**src/tsq_pkg.sv**
```systemverilog
// Purpose: shared constants and types for the trigger step queue registers
// Assumes: ahb-lite slave, 32-bit data, one aligned word per register
// Notes:   offsets are byte addresses inside the slave window
package tsq_pkg;

    localparam int unsigned QUEUE_WORDS = 8;
    localparam int unsigned PTR_W       = 5;
    localparam int unsigned WORD_W      = 16;
    localparam int unsigned CMD_W       = 8;

    // byte offsets
    localparam logic [7:0] OFS_QUEUE0 = 8'h00;
    localparam logic [7:0] OFS_PTR    = 8'h20;
    localparam logic [7:0] OFS_CTRL   = 8'h24;

    // word indexes (byte offset / 4)
    localparam logic [5:0] IDX_QUEUE_LAST = 6'h07;
    localparam logic [5:0] IDX_PTR        = 6'h08;
    localparam logic [5:0] IDX_CTRL       = 6'h09;

    // field positions
    localparam int unsigned CTRL_EN_BIT  = 0;
    localparam int unsigned CTRL_RUN_BIT = 1;
    localparam int unsigned STEP_ODD_LSB  = 8;
    localparam int unsigned STEP_EVEN_LSB = 0;

    // values after reset
    localparam logic [4:0]  PTR_RST   = 5'h00;
    localparam logic [1:0]  CTRL_RST  = 2'h0;
    localparam logic [7:0]  CMD_RST   = 8'h00;
    localparam logic [31:0] RDATA_RST = 32'h0000_0000;

    // captured address phase, used in the following data phase
    typedef struct packed {
        logic       wr;
        logic       rd;
        logic [5:0] idx;
    } tsq_dphase_t;

    localparam tsq_dphase_t DPHASE_RST = '{wr: 1'b0, rd: 1'b0, idx: 6'h00};

endpackage

```
**src/tsq_queue_word.sv**
```systemverilog
// Purpose: one 16-bit step queue word holding two command bytes
// Assumes: write enable already qualified by the lock
// Notes:   no reset on purpose, contents survive every reset
`timescale 1ns/100ps
module tsq_queue_word #(
    parameter int unsigned WIDTH = tsq_pkg::WORD_W
) (
    input  wire logic             ref_clk,
    input  wire logic             wr_en,
    input  wire logic [WIDTH-1:0] wdata,
    output logic      [WIDTH-1:0] q
);

    logic [WIDTH-1:0] q_ff;

    // no reset term: a reset must never disturb the stored steps
    always_ff @(posedge ref_clk) begin // see RQ7
        if (wr_en) begin
            q_ff <= wdata;
        end
    end

    assign q = q_ff;

endmodule

```
**src/tsq_regs.sv**
```systemverilog
// Purpose: step pointer and step queue registers of a trigger sequencer
// Assumes: single ahb-lite master, word accesses, zero wait states
// Notes:   step_command lags the pointer by one clock
//
// Decided for this implementation: the address map and the AHB-Lite interface to the registers.
`timescale 1ns/100ps

// Summary of operation
// RQ1: pointer is 5 bits, indexes active step
// RQ2: pointer bits 15 to 5 read zero
// RQ3: enabled and running locks pointer and queue
// RQ4: eight 16-bit queue words, sixteen step bytes
// RQ5: high byte holds odd step 2x+1
// RQ6: low byte holds even step 2x
// RQ7: queue words untouched by any reset
// RQ8: unlocked writes store at once, reads free
module tsq_regs (
    input  wire logic        ref_clk,
    input  wire logic        rstn,
    input  wire logic        hsel,
    input  wire logic [31:0] haddr,
    input  wire logic [1:0]  htrans,
    input  wire logic        hwrite,
    input  wire logic [2:0]  hsize,
    input  wire logic [31:0] hwdata,
    input  wire logic        hready,
    output logic             hreadyout,
    output logic             hresp,
    output logic      [31:0] hrdata,
    input  wire logic        step_advance,
    output logic      [4:0]  step_pointer,
    output logic      [7:0]  step_command,
    output logic             sequencer_enable,
    output logic             sequencer_run
);

    tsq_pkg::tsq_dphase_t dp_ff;
    tsq_pkg::tsq_dphase_t nxt_dp;
    logic [4:0]           ptr_ff;
    logic [4:0]           nxt_ptr;
    logic [1:0]           ctrl_ff;
    logic [1:0]           nxt_ctrl;
    logic [31:0]          hrdata_ff;
    logic [31:0]          nxt_rdata;
    logic [7:0]           cmd_ff;
    logic [7:0]           nxt_cmd;
    logic                 hreadyout_ff;
    logic                 hresp_ff;

    // address phase decode
    wire        addr_take = hsel & htrans[1] & hready;
    wire [5:0]  a_word    = haddr[7:2];
    wire        a_mapped  = (haddr[31:8] == 24'h000000) & (a_word <= tsq_pkg::IDX_CTRL);
    wire        a_rd      = addr_take & ~hwrite & a_mapped;

    assign nxt_dp.wr  = addr_take & hwrite & a_mapped;
    assign nxt_dp.rd  = a_rd;
    assign nxt_dp.idx = a_word;

    // lock while the sequencer executes steps
    wire locked  = ctrl_ff[tsq_pkg::CTRL_EN_BIT] & ctrl_ff[tsq_pkg::CTRL_RUN_BIT]; // see RQ3
    wire wr_ptr  = dp_ff.wr & (dp_ff.idx == tsq_pkg::IDX_PTR) & ~locked; // see RQ3 see RQ8
    wire wr_ctrl = dp_ff.wr & (dp_ff.idx == tsq_pkg::IDX_CTRL);
    wire wr_qany = dp_ff.wr & (dp_ff.idx <= tsq_pkg::IDX_QUEUE_LAST) & ~locked; // see RQ3

    wire [4:0]  wd_ptr  = hwdata[4:0];
    wire [15:0] wd_word = hwdata[15:0];
    wire [4:0]  ptr_inc = ptr_ff + 5'h01;
    wire [2:0]  dp_q_idx = dp_ff.idx[2:0];

    // pointer follows execution while locked, software otherwise
    assign nxt_ptr = wr_ptr ? wd_ptr : ((locked & step_advance) ? ptr_inc : ptr_ff); // see RQ1
    assign nxt_ctrl = wr_ctrl ? hwdata[1:0] : ctrl_ff;

    // queue storage
    logic [15:0]  queue_q   [tsq_pkg::QUEUE_WORDS];
    logic [15:0]  queue_fwd [tsq_pkg::QUEUE_WORDS];
    logic [7:0]   wr_q;
    logic [127:0] queue_flat;

    genvar gi;
    generate
        for (gi = 0; gi < tsq_pkg::QUEUE_WORDS; gi++) begin : g_word
            assign wr_q[gi] = wr_qany & (dp_q_idx == 3'(gi)); // see RQ4
            tsq_queue_word #(
                .WIDTH (tsq_pkg::WORD_W)
            ) u_word ( // see RQ7
                .ref_clk (ref_clk),
                .wr_en   (wr_q[gi]),
                .wdata   (wd_word),
                .q       (queue_q[gi])
            );
            // a read right behind a write sees the new value
            assign queue_fwd[gi] = wr_q[gi] ? wd_word : queue_q[gi];
            assign queue_flat[gi*16 +: 16] = queue_q[gi];
        end
    endgenerate

    // read data is registered so hrdata comes from a flop
    wire [31:0] rd_ptr   = {27'h0, nxt_ptr}; // see RQ2
    wire [31:0] rd_ctrl  = {30'h0, nxt_ctrl};
    wire [31:0] rd_queue = {16'h0000, queue_fwd[a_word[2:0]]}; // see RQ4
    assign nxt_rdata = ~a_rd ? tsq_pkg::RDATA_RST :
                       (a_word == tsq_pkg::IDX_PTR)  ? rd_ptr  :
                       (a_word == tsq_pkg::IDX_CTRL) ? rd_ctrl : rd_queue;

    // active step byte: odd steps in the high byte, even in the low
    wire [15:0] cur_word = queue_q[ptr_ff[3:1]];
    wire [7:0]  cur_hi   = cur_word[tsq_pkg::STEP_ODD_LSB +: 8];  // see RQ5
    wire [7:0]  cur_lo   = cur_word[tsq_pkg::STEP_EVEN_LSB +: 8]; // see RQ6
    // pointer values 16 to 31 have no queue slot and give a zero byte
    assign nxt_cmd = ptr_ff[4] ? tsq_pkg::CMD_RST : (ptr_ff[0] ? cur_hi : cur_lo);

    always_ff @(posedge ref_clk or negedge rstn) begin
        if (!rstn) begin
            dp_ff <= tsq_pkg::DPHASE_RST;
        end else begin
            dp_ff <= nxt_dp;
        end
    end

    always_ff @(posedge ref_clk or negedge rstn) begin
        if (!rstn) begin
            ptr_ff  <= tsq_pkg::PTR_RST;
            ctrl_ff <= tsq_pkg::CTRL_RST;
        end else begin
            ptr_ff  <= nxt_ptr;
            ctrl_ff <= nxt_ctrl;
        end
    end

    always_ff @(posedge ref_clk or negedge rstn) begin
        if (!rstn) begin
            hrdata_ff    <= tsq_pkg::RDATA_RST;
            cmd_ff       <= tsq_pkg::CMD_RST;
            hreadyout_ff <= 1'b1;
            hresp_ff     <= 1'b0;
        end else begin
            hrdata_ff    <= nxt_rdata;
            cmd_ff       <= nxt_cmd;
            hreadyout_ff <= 1'b1;
            hresp_ff     <= 1'b0;
        end
    end

    assign hreadyout        = hreadyout_ff;
    assign hresp            = hresp_ff;
    assign hrdata           = hrdata_ff;
    assign step_pointer     = ptr_ff;
    assign step_command     = cmd_ff;
    assign sequencer_enable = ctrl_ff[tsq_pkg::CTRL_EN_BIT];
    assign sequencer_run    = ctrl_ff[tsq_pkg::CTRL_RUN_BIT];
endmodule
```
**config.mk**
```make
export PLATFORM = sky130hd
export DESIGN_NAME = tsq_regs
export DESIGN_NICKNAME = d
export VERILOG_FILES = /design/src/tsq_pkg.sv /design/src/tsq_queue_word.sv /design/src/tsq_regs.sv
export SDC_FILE = /design/constraint.sdc
export NUM_CORES = 1
export LEC_CHECK = 0
export BUFFER_PORTS_ARGS = -buffer_cell sky130_fd_sc_hd__buf_2
export CORE_MARGIN = 3
export CORE_UTILIZATION = 28
export CTS_BUF_LIST = sky130_fd_sc_hd__clkbuf_2
export DETAILED_ROUTE_END_ITERATION = 16
export PLACE_DENSITY_LB_ADDON = 0.08
export RECOVER_POWER = 50
export REMOVE_ABC_BUFFERS = 1
export SLEW_MARGIN = 10
export SYNTH_ARGS = -nofsm -noshare
export SYNTH_HDL_FRONTEND = slang
export SYNTH_SLANG_ARGS = --single-unit
```
**constraint.sdc**
```tcl
create_clock -name ref_clk -period 2.59 [get_ports ref_clk]
set_input_delay 0.259 -clock ref_clk [delete_from_list [all_inputs] [get_ports ref_clk]]
set_output_delay 0.259 -clock ref_clk [all_outputs]
set_load 0.02 [all_outputs]
```
==> impl_metrics.tcl <==
set metrics [dict create \
    status "completed" \
    finalSetupTns_ps 0 \
    ys_seq_area_frac 0.453 \
    clkSinkCount 166 \
    synth_enable_flop_cells 0 \
    synth_area_mm2 0.00776 \
    root_buffer "clkbuf_2" \
    switchingPower_mw 2.21 \
    skew_ps 47.7 \
    cts_max_level 4 \
    p_comb_frac 0.325 \
    avgSynthCellArea_um2 11.8 \
    start_util 0.286 \
    ys.warnings.count 0 \
    vdd_ir_drop_max_mv 0.333 \
    synth_cell_types 62 \
    cts_buffer_depth 2 \
    finalCritPeriodShare 0.951 \
    worst_pin_slew_ps 1100 \
    vias_per_cell 5.07 \
    nets 871 \
    drv_slew 0 \
    cts_setup_buffers 0 \
    areaGrowthSynthToFinish_pct 20.0 \
    met1_usage 0.252 \
    die_w_um 172 \
    clkLatencyLatePin_ps 710 \
    seq_power_share 0.441 \
    utilization 0.344 \
    grt_pass1_wl_mm 40.5 \
    detailedPlace.worstSlack_ps -76.1 \
    maxCapViolCount 0 \
    start_kind "register" \
    grt_use_total 0.186 \
    cp.arrival_ps 3050 \
    dr.pass1.iters 7 \
    synth_ff_type "dfxtp_1" \
    core_mm2 0.0271 \
    whs_ps 128 \
    synth_top_cell_area_share 0.330 \
    pwr_density_cell_mw_per_mm2 718 \
    hold_viol_final 0 \
    synthArstFlopShare 0.229 \
    finalCriticalPeriod_ps 2460 \
    netlist_instances 657 \
    wl_per_cell_um 22.9 \
    cts_tree "done" \
    rsz0062_at_grt "no" \
    grt.busiest_layer "met2" \
    vias 5985 \
    wirelength_mm 27.1 \
    cp_data_required_time_ps 3170 \
    drive_above_1_share 0.357 \
    critPathKind "reg -> reg" \
    p_int_mw 4.48 \
    cts_buffers 17 \
    met3_usage 0.0313 \
    route.detailed.drc 0 \
    switching_share 0.330 \
    netlist_top_cells_area "dfxtp_1, mux2_2, dfrtp_1" \
    yosysTopAreaCell "dfxtp_1" \
    slew_headroom 0.269 \
    synth_seq_cells 166 \
    finalSetupViolCount 0 \
    dieArea_mm2 0.0297 \
    timing.final.ws_setup_ps 127 \
    grt_pass1_vias 6286 \
    power.leakage_nw 3.75 \
    overflow 0 \
    ant_nets 0 \
    r2r_setup_slack_ps 130 \
    grt_max_degree 37 \
    die_y_um 172 \
    drtIter0Drc 337 \
    num_io_pins 124 \
    antenna_found_initial 1 \
    p_clk_frac 0.234 \
    clkTransAtPathRegs_ps 270 \
    dp_hpwl_mm 18.8 \
    fmax_mhz 406 \
    io_buffers 83 \
    use_met2 0.315 \
    worstPathMaxFanout 10 \
    cp-end-kind "register" \
    min_path_type "in -> reg" \
    gp_congestion 0.765 \
    finalPower_mw 6.69 \
    rows 60 \
]
==> per-layer routing <==
layer  wire [µm]  vias to the layer above
met5           0                        -
met4         364                        0
met2       13400                      132
met1       12500                     3077
met3         810                       27
li1            -                     2749
==> per-stage QoR <==
stage	instances	area (µm²)
floorplan	611	7490
global placement	1120	8830
detailed placement	1120	8830
CTS	1177	9350
global route	1180	9310
finish	1180	9310
==> repair_timing <==
action,4_1_cts,5_1_grt
setup endpoints to repair,1,2
gates resized for setup,1,2
pin swaps,0,0
gates cloned,0,0
endpoints found under the hold margin,178,3
hold buffers,26,2
==> logic make-up after synthesis <==
family / share of synthesized area
DFF: 0.453
muxes: 0.291
and+or+nand+nor: 0.0942
AOI/OAI and AO/OA: 0.105
buffers and inverters: 0.0481
xor gates and xnor gates: 0.00564
other: 0.000968
adders and majority gates: 0.00161
==> power groups by stage <==
| stage | registers [mW] | logic (mW) | clock network, mW |
|---|---|---|---|
| final | 2.95 | 2.17 | 1.57 |
| after global routing | 2.99 | 2.33 | 1.75 |
| after CTS | 2.96 | 2.23 | 1.62 |
| after detailed placement | 3.01 | 2.19 | 0 |
| after global placement | 3.00 | 2.20 | 0 |
| after floorplan | 3.25 | 1.08 | 0 |
==> cell usage in the layout (no fill, tap or decap), drive strengths merged, types with 7 or more instances in the layout <==
| master | n |
|---|---|
| a22oi | 9 |
| nand4 | 13 |
| a21oi | 13 |
| a31oi | 8 |
| nand2b | 7 |
| o21ai | 19 |
| nand3 | 18 |
| clkbuf | 59 |
| dfxtp | 128 |
| mux4 | 41 |
| a32oi | 12 |
| nor2b | 8 |
| nor2 | 27 |
| buf | 100 |
| inv | 13 |
| mux2 | 116 |
| dfrtp | 38 |
| nor4 | 10 |
| nand2 | 36 |
| dlygate4sd3 | 28 |
| o211ai | 7 |
| and3 | 8 |
| conb | 18 |
==> sequential cells by signal (all words and copies together) (netlist names) <==
register	flops
g_word.u_word.q	128
ctrl_ff	2
step_command	8
dp_ff	7
step_pointer	5
hrdata	16
==> final timing paths <==
| path | startpoint | end | cells after the start |
|---|---|---|---|
| max | dp_ff[2] | hrdata[3] | 8 |
| min reg2reg | g_word[6].u_word.q[3] | g_word[6].u_word.q[3] | 2 |
| max in group asynchronous | rstn | hrdata[10] | 3 |
| min | step_advance | step_pointer[1] | 4 |
| max reg2reg | dp_ff[2] | hrdata[3] | 8 |
| min in group asynchronous | rstn | step_pointer[0] | 3 |
==> critical path: stages, from the launching register on <==
cell,delay (ps)
dfrtp_1,450
nor4b_2,270
buf_4,220
nand4_1,100
buf_4,180
mux2_1,220
o22ai_1,70
o32a_1,330
o32ai_1,510
==> cell usage after synthesis, types with 4 or more instances <==
| cell | count |
|---|---|
| dfxtp_1 | 128 |
| mux2_2 | 113 |
| mux4_2 | 41 |
| dfrtp_1 | 38 |
| nand2_1 | 34 |
| nor2_1 | 27 |
| clkbuf_1 | 25 |
| buf_4 | 19 |
| o21ai_0 | 19 |
| nand3_1 | 17 |
| a21oi_1 | 13 |
| a32oi_1 | 12 |
| inv_1 | 12 |
| nand4_1 | 11 |
| buf_2 | 10 |
| nor4_1 | 10 |
| a22oi_1 | 9 |
| a31oi_1 | 8 |
| and3_1 | 8 |
| nor2b_1 | 8 |
| buf_1 | 7 |
| nand2b_1 | 7 |
| o211ai_1 | 7 |
| o221ai_1 | 6 |
| o22ai_1 | 6 |
| xor2_1 | 4 |
==> final cells by class <==
cell class,count,area (µm²)
diodes,1,2.50
clock buffers,22,110
clock inverters,9,154
fillers,2755,17800
inverters,13,48.8
multi-input cells,432,3950
flip-flops and latches,166,3510
well taps,372,465
repair buffers,165,1070
(Power assumes the default switching activity.)
